--- src/shared/sdrcd_pkg.sv ---
`default_nettype none
package sdrcd_pkg;
    // ========================================
    // timebase
    localparam int unsigned CLK_HZ = 10_000_000;
    localparam int unsigned BIT_HZ = 12_000;
    localparam int unsigned BIT_CYC = CLK_HZ / BIT_HZ;
    localparam int unsigned BIT_HALF = BIT_CYC / 2;
    localparam int unsigned CNT_W = 10;
    // filter clock in tenths of a hertz, 341.3 kHz
    localparam int unsigned FILT_HZ_X10 = 3_413_000;
    localparam int unsigned FILT_CYC = (CLK_HZ * 10) / FILT_HZ_X10;
    localparam int unsigned FILT_HIGH = (FILT_CYC + 1) / 2;
    localparam int unsigned FILT_W = 6;
    localparam int unsigned TONE_HZ = 1_000;
    localparam int unsigned TONE_HALF_CYC = CLK_HZ / (2 * TONE_HZ);
    localparam int unsigned TONE_W = 16;
    // ========================================
    // stream and detector
    localparam int unsigned BYTE_W = 8;
    localparam int unsigned UNITS = 8;
    localparam int unsigned FIFO_DEPTH = 32;
    localparam int unsigned MARK_BITS = 16;
    localparam int unsigned LOSS_BITS = 64;
    localparam int unsigned RUN_W = 8;
    localparam logic [RUN_W-1:0] RUN_MAX = 8'hff;
    // ========================================
    // reset values
    localparam logic [CNT_W-1:0] CNT_RST = 10'h000;
    localparam logic [TONE_W-1:0] TONE_RST = 16'h0000;
    typedef enum logic {
        SDRCD_SEARCH = 1'b0,
        SDRCD_LOCKED = 1'b1
    } sdrcd_state_t;
endpackage
`default_nettype wire

--- src/shared/sdrcd_fifo_if.sv ---
`timescale 1ns/1ps
`default_nettype none
interface sdrcd_fifo_if #(parameter int unsigned W = 8);
    logic wr_valid;
    logic wr_ready;
    logic [W-1:0] wr_data;
    logic rd_valid;
    logic rd_ready;
    logic [W-1:0] rd_data;
    modport fifo (input wr_valid, wr_data, rd_ready,
                  output wr_ready, rd_valid, rd_data);
    modport user (output wr_valid, wr_data, rd_ready,
                  input wr_ready, rd_valid, rd_data);
endinterface
`default_nettype wire

--- src/rtl/sdrcd_fifo.sv ---
`timescale 1ns/1ps
`default_nettype none
module sdrcd_fifo #(
    parameter int unsigned W = 8,
    parameter int unsigned DEPTH = 32
) (
    input wire logic mclk,
    input wire logic arst_n,
    sdrcd_fifo_if.fifo f
);
    localparam int unsigned AW = $clog2(DEPTH);

    if (DEPTH < 2 || (1 << AW) != DEPTH) begin : g_bad_depth
        $error("fifo depth must be a power of two, at least 2");
    end

    typedef struct packed {
        logic [AW-1:0] wp;
        logic [AW-1:0] rp;
        logic [AW:0] cnt;
    } sdrcd_fifo_st_t;

    sdrcd_fifo_st_t st_reg;
    sdrcd_fifo_st_t st_next;
    logic [W-1:0] mem [DEPTH];
    logic push;
    logic pop;

    assign f.wr_ready = st_reg.cnt != (AW+1)'(DEPTH);
    assign f.rd_valid = st_reg.cnt != '0;
    assign f.rd_data = mem[st_reg.rp];
    assign push = f.wr_valid && f.wr_ready;
    assign pop = f.rd_ready && f.rd_valid;

    always_comb begin
        st_next = st_reg;
        if (push) begin
            st_next.wp = st_reg.wp + AW'(1);
        end
        if (pop) begin
            st_next.rp = st_reg.rp + AW'(1);
        end
        if (push && !pop) begin
            st_next.cnt = st_reg.cnt + (AW+1)'(1);
        end else if (pop && !push) begin
            st_next.cnt = st_reg.cnt - (AW+1)'(1);
        end
    end

    always_ff @(posedge mclk or negedge arst_n) begin
        if (!arst_n) begin
            st_reg <= '0;
        end else begin
            st_reg <= st_next;
        end
    end

    always_ff @(posedge mclk) begin
        if (push) begin
            mem[st_reg.wp] <= f.wr_data;
        end
    end
endmodule
`default_nettype wire

--- src/rtl/sdrcd_top.sv ---
`timescale 1ns/1ps
`default_nettype none
module sdrcd_top #(
    parameter int unsigned TONE_HALF = sdrcd_pkg::TONE_HALF_CYC,
    parameter int unsigned MARK_LEN = sdrcd_pkg::MARK_BITS,
    parameter int unsigned LOSS_LEN = sdrcd_pkg::LOSS_BITS
) (
    input wire logic mclk,
    input wire logic arst_n,
    input wire logic line_data_in,
    input wire logic [sdrcd_pkg::UNITS-1:0] encrypted_unit_output,
    input wire logic encrypt_mode,
    input wire logic full_duplex,
    input wire logic [2:0] key_sel,
    input wire logic proc_code_ok,
    input wire logic tone_sel,
    output logic [sdrcd_pkg::BYTE_W-1:0] rx_byte,
    output logic rx_byte_valid,
    output logic begin_marker_pattern,
    output logic end_marker_pattern,
    output logic transmit_code_found,
    output logic threshold_fast_avg,
    output logic coded_data_out,
    output logic recovered_clk,
    output logic filter_clk,
    output logic buffer_ready,
    output logic buffer_overrun
);
    localparam int unsigned CW = sdrcd_pkg::CNT_W;
    localparam int unsigned RW = sdrcd_pkg::RUN_W;
    localparam int unsigned TW = sdrcd_pkg::TONE_W;
    localparam logic [CW-1:0] LAST = CW'(sdrcd_pkg::BIT_CYC - 1);
    localparam logic [CW-1:0] HALF = CW'(sdrcd_pkg::BIT_HALF);
    localparam logic [RW-1:0] MARK_AT = RW'(MARK_LEN - 1);
    localparam logic [RW-1:0] LOSS_AT = RW'(LOSS_LEN);
    localparam logic [TW-1:0] TONE_AT = TW'(TONE_HALF - 1);
    localparam logic [5:0] FILT_AT = 6'(sdrcd_pkg::FILT_CYC - 1);
    localparam logic [5:0] FILT_HI = 6'(sdrcd_pkg::FILT_HIGH);

    if (MARK_LEN < 2 || MARK_LEN > 255 || LOSS_LEN < 1 || LOSS_LEN > 254
        || TONE_HALF < 1 || TONE_HALF > 65535) begin : g_bad_param
        $error("marker, loss or tone count out of range");
    end

    // ========================================
    // state
    typedef struct packed {
        logic line_s1;
        logic line_s2;
        logic [sdrcd_pkg::UNITS-1:0] ciph_s1;
        logic [sdrcd_pkg::UNITS-1:0] ciph_s2;
        logic src_d;
        logic [CW-1:0] cnt;
        logic [7:0] shreg;
        logic [2:0] bitn;
        logic [7:0] byte_q;
        logic byte_stb;
        logic last_bit;
        logic [RW-1:0] run;
        logic edge_seen;
        logic [RW-1:0] quiet;
        sdrcd_pkg::sdrcd_state_t state;
        logic begin_p;
        logic end_p;
        logic overrun;
        logic [7:0] ser;
        logic [3:0] ser_n;
        logic ser_bit;
        logic coded;
        logic [5:0] fcnt;
        logic fclk;
        logic [TW-1:0] tcnt;
        logic tone;
    } sdrcd_st_t;

    sdrcd_st_t st_reg;
    sdrcd_st_t st_next;
    sdrcd_fifo_if #(.W(sdrcd_pkg::BYTE_W)) fq ();

    logic src;
    logic trans;
    logic hold;
    logic jump;
    logic samp;
    logic tx_tick;
    logic marker;
    logic [2:0] unit;

    // full duplex pairs unit k with k+4, so only the low four encrypt
    function automatic logic [2:0] sdrcd_unit(input logic fdx,
                                              input logic [2:0] sel);
        sdrcd_unit = fdx ? {1'b0, sel[1:0]} : sel;
    endfunction

    // ========================================
    // next state
    always_comb begin
        unit = sdrcd_unit(full_duplex, key_sel);
        src = encrypt_mode ? st_reg.ciph_s2[unit] : st_reg.line_s2;
        trans = src != st_reg.src_d;
        hold = trans && (st_reg.cnt > HALF);
        // a skip from just below the falling edge would miss the drain tick
        jump = trans && (st_reg.cnt < HALF - CW'(1));
        samp = (st_reg.cnt == LAST) && !hold;
        tx_tick = st_reg.cnt == HALF;
        marker = 1'b0;
        st_next = st_reg;
        st_next.line_s1 = line_data_in;
        st_next.line_s2 = st_reg.line_s1;
        st_next.ciph_s1 = encrypted_unit_output;
        st_next.ciph_s2 = st_reg.ciph_s1;
        st_next.src_d = src;
        st_next.byte_stb = 1'b0;
        st_next.begin_p = 1'b0;
        st_next.end_p = 1'b0;
        st_next.overrun = st_reg.byte_stb && !fq.wr_ready;
        // late edge holds the count, early edge skips ahead
        if (hold) begin
            st_next.cnt = st_reg.cnt;
        end else if (samp) begin
            st_next.cnt = '0;
        end else if (jump) begin
            st_next.cnt = st_reg.cnt + CW'(2);
        end else begin
            st_next.cnt = st_reg.cnt + CW'(1);
        end
        if (trans) begin
            st_next.edge_seen = 1'b1;
        end
        if (samp) begin
            st_next.shreg = {st_reg.shreg[6:0], src};
            st_next.bitn = st_reg.bitn + 3'h1;
            if (st_reg.bitn == 3'h7) begin
                st_next.byte_q = {st_reg.shreg[6:0], src};
                st_next.byte_stb = 1'b1;
            end
            st_next.last_bit = src;
            if (src == st_reg.last_bit) begin
                st_next.run = '0;
            end else if (st_reg.run != sdrcd_pkg::RUN_MAX) begin
                st_next.run = st_reg.run + RW'(1);
            end
            marker = (src != st_reg.last_bit)
                && (st_reg.run == MARK_AT - RW'(1));
            st_next.edge_seen = 1'b0;
            if (st_reg.edge_seen || trans) begin
                st_next.quiet = '0;
            end else if (st_reg.quiet != sdrcd_pkg::RUN_MAX) begin
                st_next.quiet = st_reg.quiet + RW'(1);
            end
        end
        unique case (st_reg.state)
            sdrcd_pkg::SDRCD_SEARCH: begin
                if (marker || proc_code_ok) begin
                    st_next.state = sdrcd_pkg::SDRCD_LOCKED;
                    st_next.begin_p = marker;
                end
            end
            sdrcd_pkg::SDRCD_LOCKED: begin
                st_next.end_p = marker;
                if (!proc_code_ok && !marker && st_reg.quiet >= LOSS_AT) begin
                    st_next.state = sdrcd_pkg::SDRCD_SEARCH;
                end
            end
        endcase
        // serialiser drains at the falling edge, msb first
        if (tx_tick) begin
            if (st_reg.ser_n == 4'h0 && fq.rd_valid) begin
                st_next.ser_bit = fq.rd_data[7];
                st_next.ser = {fq.rd_data[6:0], 1'b0};
                st_next.ser_n = 4'h7;
            end else if (st_reg.ser_n != 4'h0) begin
                st_next.ser_bit = st_reg.ser[7];
                st_next.ser = {st_reg.ser[6:0], 1'b0};
                st_next.ser_n = st_reg.ser_n - 4'h1;
            end else begin
                st_next.ser_bit = 1'b0;
            end
        end
        if (tone_sel) begin
            st_next.coded = st_reg.tone;
        end else if (st_reg.state == sdrcd_pkg::SDRCD_LOCKED) begin
            st_next.coded = st_reg.ser_bit;
        end else begin
            st_next.coded = 1'b0;
        end
        st_next.fcnt = (st_reg.fcnt == FILT_AT) ? 6'h00 : st_reg.fcnt + 6'h01;
        st_next.fclk = st_next.fcnt < FILT_HI;
        if (st_reg.tcnt == TONE_AT) begin
            st_next.tcnt = '0;
            st_next.tone = ~st_reg.tone;
        end else begin
            st_next.tcnt = st_reg.tcnt + TW'(1);
        end
    end

    always_ff @(posedge mclk or negedge arst_n) begin
        if (!arst_n) begin
            st_reg <= '0;
            st_reg.cnt <= sdrcd_pkg::CNT_RST;
            st_reg.tcnt <= sdrcd_pkg::TONE_RST;
            st_reg.state <= sdrcd_pkg::SDRCD_SEARCH;
        end else begin
            st_reg <= st_next;
        end
    end

    // ========================================
    // buffer
    assign fq.wr_valid = st_reg.byte_stb;
    assign fq.wr_data = st_reg.byte_q;
    assign fq.rd_ready = tx_tick && (st_reg.ser_n == 4'h0);

    sdrcd_fifo #(.W(sdrcd_pkg::BYTE_W), .DEPTH(sdrcd_pkg::FIFO_DEPTH)) u_fifo (
        .mclk(mclk),
        .arst_n(arst_n),
        .f(fq)
    );

    // ========================================
    // outputs
    assign rx_byte = st_reg.byte_q;
    assign rx_byte_valid = st_reg.byte_stb;
    assign begin_marker_pattern = st_reg.begin_p;
    assign end_marker_pattern = st_reg.end_p;
    assign transmit_code_found = st_reg.state == sdrcd_pkg::SDRCD_LOCKED;
    assign threshold_fast_avg = st_reg.state == sdrcd_pkg::SDRCD_SEARCH;
    assign coded_data_out = st_reg.coded;
    assign recovered_clk = st_reg.cnt < HALF;
    assign filter_clk = st_reg.fclk;
    assign buffer_ready = fq.wr_ready;
    assign buffer_overrun = st_reg.overrun;
endmodule
`default_nettype wire

--- config.mk ---
export PLATFORM = sky130hd
export DESIGN_NAME = sdrcd_top
export DESIGN_NICKNAME = d
export VERILOG_FILES = /design/src/shared/sdrcd_pkg.sv /design/src/shared/sdrcd_fifo_if.sv /design/src/rtl/sdrcd_fifo.sv /design/src/rtl/sdrcd_top.sv
export SDC_FILE = /design/constraint.sdc
export NUM_CORES = 1
export LEC_CHECK = 0
export BUFFER_PORTS_ARGS = -buffer_cell sky130_fd_sc_hd__buf_2
export CAP_MARGIN = 20
export CORE_ASPECT_RATIO = 0.7
export CORE_UTILIZATION = 62
export DETAILED_ROUTE_END_ITERATION = 8
export PLACE_DENSITY = 0.79
export SLEW_MARGIN = 10
export SYNTH_ARGS = -nofsm -noshare
export SYNTH_HDL_FRONTEND = slang
export SYNTH_SLANG_ARGS = --single-unit
--- constraint.sdc ---
create_clock -name mclk -period 4.55 [get_ports mclk]
set_input_delay 1.1375 -clock mclk [delete_from_list [all_inputs] [get_ports mclk]]
set_output_delay 1.1375 -clock mclk [all_outputs]
set_load 0.01 [all_outputs]
; After elaboration in Yosys (flattened, before gate mapping)
; Memory sizes are Yosys's and may differ from the RTL's.
; Cells that the tools add are included.
[totals]
register_bits = 124
mem_bits_rw = 256
inputBits = 18
output_inout_bits = 18
word_cells = 125
n_memories = 1
[classes]
add_sub_neg = 12
magnitude_cmp = 6
n_eq_ne = 12
mux = 30
bitwise_logic = 2
n_reduce_logical = 33
[memory_table]
columns = name, depth, width, read_ports, rd_clocked_by_memory_dff, wr, line_no
row1 = u_fifo.mem, 32, 8, 1, 0, 1, sdrcd_fifo.sv:25  ; logic [W-1:0] mem [DEPTH];
[op_table]
columns = cell, count
row1 = $mux 8, 4
row2 = $lt 10x9->1 const B, 2
row3 = $mux 10, 2
row4 = $mux 19, 1
row5 = $mux 6, 3
row6 = $add 16x1->16 const B, 1
row7 = $add 8x1->8 const B, 2
row8 = $eq 16x13->1 const B, 1
row9 = $mux 16, 1
row10 = $ne 8x8->1 const B, 2
row11 = $logic_and 1x1->1, 13
row12 = $mux 1, 13
row13 = $mux 13, 1
row14 = $add 6x1->6 const B, 2
row15 = $mux 12, 1
row16 = $add 10x1->10 const B, 1
row17 = $add 10x2->10 const B, 1
row18 = $add 5x1->5 const B, 2
row19 = $eq 10x10->1 const B, 1
row20 = $eq 10x9->1 const B, 1
row21 = $gt 10x9->1 const B, 1
row22 = $reduce_bool 2->1, 5
row23 = $eq 8x4->1 const B, 1
row24 = $ge 8x7->1 const B, 1
row25 = 21 further kinds, 32

; Logic depth before layout (Yosys ltp)
[logic_depth]
ltp_word = 14
mapped_depth = 15
ltp_nobuf = 15

; Cells and area by module
; A second synthesis with hierarchy kept.
[unflattened]
hier_cells = 1036
area_unflattened_um2 = 15924.0
[modules_own_cells]
columns = module, instances, cells_each, area_per_inst_um2, seq_area_each_um2
row1 = sdrcd_fifo, 1, 559, 10946.7, 8087.8
row2 = sdrcd_top, 1, 477, 4977.3, 2652.5

; Worst setup path after synthesis
; Ideal clock, no wire load.
[synth_timing]
kind = input to register
from = in key_sel[1]
to = reg st_reg[85] (netlist bit)
setup_ns = 0.125
t_arrival_ns = 3.207
t_required_ns = 4.425
setup_slack_ns = 1.218
path_stages = 8
n_path_buf = 1
path_cell_list = or3b_2 o22a_1 a2111oi_0 or3_1 clkbuf_1 o211ai_1 nor2_1 mux2_2
[synth_between]
elab_chain_len = 9
elab_cells_between_ends = 11
cone_classes = eq/ne (1) / mux (6) / reduce/logical (4)
[synth_rtl]
columns = item, line_no
row1 = "start, declared", sdrcd_top.sv:14  ; input wire logic [2:0] key_sel,
row2 = $mux 3 (*), sdrcd_top.sv:92  ; sdrcd_unit = fdx ? {1'b0, sel[1:0]} : sel;
row3 = $bmux 1 s3 (*), sdrcd_top.sv:99  ; src = encrypt_mode ? st_reg.ciph_s2[unit] : st_reg.line_s2;
row4 = $mux 1 (not written as such) (*), sdrcd_top.sv:99
row5 = $mux 1 (*), sdrcd_top.sv:99
row6 = $ne 1x1->1 (*), sdrcd_top.sv:100  ; trans = src != st_reg.src_d;
row7 = $logic_and 1x1->1, sdrcd_top.sv:101  ; hold = trans && (st_reg.cnt > HALF);
row8 = $logic_not 1->1, sdrcd_top.sv:104  ; samp = (st_reg.cnt == LAST) && !hold;
row9 = $logic_and 1x1->1, sdrcd_top.sv:104
row10 = $mux 10, sdrcd_top.sv:120  ; end else if (samp) begin
row11 = "end signal, assigned", sdrcd_top.sv:204  ; st_reg <= st_next;
row12 = "end, declared", sdrcd_top.sv:76  ; sdrcd_st_t st_reg;
; Mark *: on every way between the ends. The rest lies on a longest branch, timed or not. The select of a mux whose other input is x is not followed.
; A chain may end at the register's enable or synchronous reset.

; Worst setup path after layout
[layout_timing]
from = reg st_reg[81] (netlist bit)
to = reg u_fifo.st_reg[5] (netlist bit)
[layout_between]
elab_chain_len = 6
elab_cells_between_ends = 8
cone_classes = eq/ne (1) / mux (1) / reduce/logical (6)
[layout_rtl]
columns = item, line_no
row1 = $eq 10x9->1 (*), sdrcd_top.sv:105  ; tx_tick = st_reg.cnt == HALF;
row2 = $logic_and 1x1->1 (*), sdrcd_top.sv:212  ; assign fq.rd_ready = tx_tick && (st_reg.ser_n == 4'h0);
row3 = $logic_and 1x1->1 (*), sdrcd_fifo.sv:33  ; assign pop = f.rd_ready && f.rd_valid;
row4 = $logic_not 1->1, sdrcd_fifo.sv:43  ; if (push && !pop) begin
row5 = $logic_and 1x1->1, sdrcd_fifo.sv:43
row6 = $mux 6 or $reduce_bool 2->1 (tied branches), -
row7 = "end signal, assigned", sdrcd_fifo.sv:54  ; st_reg <= st_next;
row8 = "end, declared", sdrcd_fifo.sv:23  ; sdrcd_fifo_st_t st_reg;
; Mark *: on every way between the ends. The rest lies on a longest branch, timed or not.

==> out/qor.yml <==
synth:
  postSynthAreaPerCell_um2: 15.9
  yosysTopAreaCell: "edfxtp_1"
  synth_area_um2: 15700
  async_reset_ff_share_pct: 32.3
  yosysSeqAreaShare_pct: 68.3
  yosys-top-cells-area: "edfxtp_1 49%, dfrtp_1 19%, mux4_2 12%, nand2_1 2.1%, ha_1 2.0%"
  synthCells: 986
  synth_top_area_share_pct: 48.9
  synth_cell_types: 57
  ys_ff_latch: 378
  synth_edf_count: 256
  synth_common_cells: "256 x edfxtp_1, 122 x dfrtp_1, 90 x nand2_1"
  synth_flop_cell: "edfxtp_1"
  synth_nets: 1030
  synth_most_common_cell: "edfxtp_1"
  yosysWarnings: 0
global_routing:
  grt_max_degree: 92
  grt_pass1_wl_mm: 50.8
  grt_antenna_before_repair: 0
  grt_pass1_vias: 8559
  grt_overflow_total: 0
  grt_usage_pct: 26.6
sta:
  fin_crit_ns: 3.60
  slew_headroom_pct: 33.8
  holdWs_ns: 0.355
  setup_violations: 0
  hold_viol: 0
  maxSlewViolCount: 0
  fmax_mhz: 278
  tns_ns: 0
  skew_ns: 0.0290
  tightestPinTransition_ns: 0.993
  rsz0062_at_grt: "no"
  period_share_pct: 79.1
critical_path:
  r2r_slack_ns: 0.95
  cp.arrival_ns: 3.98
  required_ns: 4.93
  startpoint_type: "flop"
  cp_max_fo: 6
  end_kind: "flop"
  critPathKind: "reg -> reg"
cts:
  cts_hold_buf: 0
  clk_latency_ns: 0.52
  cts_tree: "yes"
  cts_buffers: 35
  cts-resized-gates: 0
  htree_levels: 2
  path_clk_slew_ns: 0.06
  clock_sinks: 378
  clockBufferDepth: 3
  cts_setup_buffers: 0
  cts_root_buffer: "clkbuf_16"
layout:
  multiInputGateArea_um2: 4710
  fillCellCount: 1546
  drive_gt1_share_pct: 19.2
  largest_reg_flops: 256
  nNetsFinal: 1072
  diodes: 0
  seqCellArea_um2: 10700
  layout-area-overhead-vs-synth_pct: 10.6
  final_cells: 1377
power:
  power_density_nw_per_um2: 398
  ir_drop_mv: 0.342
  clkPwrFrac_pct: 42.3
  power_frac_seq_pct: 54.3
  swShare_pct: 20.4
  internal_power_mw: 5.51
  p_leak_nw: 5.53
  switchingPower_mw: 1.41
  pwr-share-comb_pct: 3.3
floorplanning:
  core_area_um2: 24700
  fp-row-count: 48
  pin_count: 36
  die_area_um2: 26000
  die_width_um: 192
  start_util_pct: 63.5
  die_h_um: 135
placed_design:
  dp_cells: 1316
  port_buffers: 35
  hpwlAfterDp_mm: 20.6
  gp_congestion: 0.805
drt:
  num_vias: 8821
  via_per_inst: 6.41
  wl_per_cell_um: 23.8
  ant_nets: 0
  drt-initial-drc-count: 827
  finalWirelength_mm: 32.7
  dr.pass1.iters: 5
  remaining_drc_errors: 0
outcome:
  outcome: "finished, final reports clean"
run:
  cap_violations: 0
hold_path:
  hp-class: "reg -> reg"
-- logic make-up (layout without fill, tap and decap cells) --
logic type | Yosys count | after routing | synth area share [%]
AO/OA/AOI/OAI | 94 | 94 | 3.80
buffers and inverters | 65 | 131 | 1.74
XOR/XNOR | 44 | 44 | 2.45
AND/OR/NAND/NOR | 278 | 278 | 8.66
multiplexers | 101 | 101 | 12.9
flip-flops | 378 | 378 | 68.3
adder cells (fa/ha/maj) | 26 | 26 | 2.12
-- through the flow --
step | total power [mW] | utilization, % | area [um^2] | setup slack (ns)
2_1_floorplan | 3.98 | - | 15700 | 1.22
3_3_place_gp | 4.05 | 65.6 | 16200 | 0.979
3_5_place_dp | 4.06 | 65.6 | 16200 | 0.939
4_1_cts | 6.96 | 70.3 | 17400 | 1.00
5_1_grt | 7.12 | 70.3 | 17400 | 0.658
6_report | 6.92 | 70.3 | 17400 | 0.952
-- power groups by stage --
stage | logic [mW] | clock network, mW | registers, mW
finish | 0.231 | 2.93 | 3.76
global route | 0.264 | 3.09 | 3.77
CTS | 0.230 | 2.97 | 3.76
detailed placement | 0.227 | 0 | 3.83
global placement | 0.220 | 0 | 3.83
floorplan | 0.194 | 0 | 3.78
-- cell type report --
class	instances	share of cell area (%)
Clock buffer	50	5.62
Clock inverter	11	0.957
Timing Repair Buffer	51	1.78
Multi-Input combinational cell	543	27.1
Inverter	19	0.410
Tap cell	325	2.34
Sequential cell	378	61.8
-- final timing paths --
path / start / end / depth (start not counted)
worst min register to register: st_next[92] / st_reg[92] / 0
worst max-delay path: st_reg[81] / u_fifo.st_reg[5] / 16
worst max register to register: st_reg[81] / u_fifo.st_reg[5] / 16
worst min-delay path: st_next[92] / st_reg[92] / 0
max in group asynchronous: arst_n / rx_byte[7] / 2
min in group asynchronous: arst_n / st_reg[35] / 1
-- routing by layer --
layer	vias to the layer above	global-route usage, %	share of wire (%)
met5	-	0	0
met4	0	5.69	1.7
met3	59	6.27	9.7
met2	417	38.3	45
met1	4506	42.0	43
li1	3839	-	-
-- worst max-delay path, cell delays in order, from the launching register on --
cell and delay, ns:
dfrtp_1 0.44, inv_1 0.11, ha_1 0.16, nor4b_1 0.26, buf_4 0.20, nand3_1 0.20
or3_1 0.39, ha_1 0.26, inv_1 0.17, ha_1 0.28, a21oi_1 0.15, nand2_1 0.10
a21o_1 0.18, a21oi_1 0.16, xnor2_1 0.15, nor2_1 0.08, xor2_1 0.15
-- cell usage in the layout (no fill, tap or decap), drive strengths merged, types with 9 or more instances in the layout --
| master | Yosys | layout |
|---|---|---|
| ha | 25 | 25 |
| buf | 19 | 51 |
| xnor2 | 27 | 27 |
| xor2 | 17 | 17 |
| inv | 19 | 20 |
| nand3 | 22 | 22 |
| nand2 | 90 | 90 |
| nor2b | 9 | 9 |
| nor2 | 72 | 72 |
| mux2i | 13 | 13 |
| o21ai | 45 | 45 |
| edfxtp | 256 | 256 |
| clkbuf | 27 | 50 |
| nand4 | 11 | 11 |
| a21oi | 13 | 13 |
| and3 | 10 | 10 |
| dfrtp | 122 | 122 |
| nor3 | 12 | 12 |
| mux4 | 81 | 81 |
(Power assumes the default switching activity.)
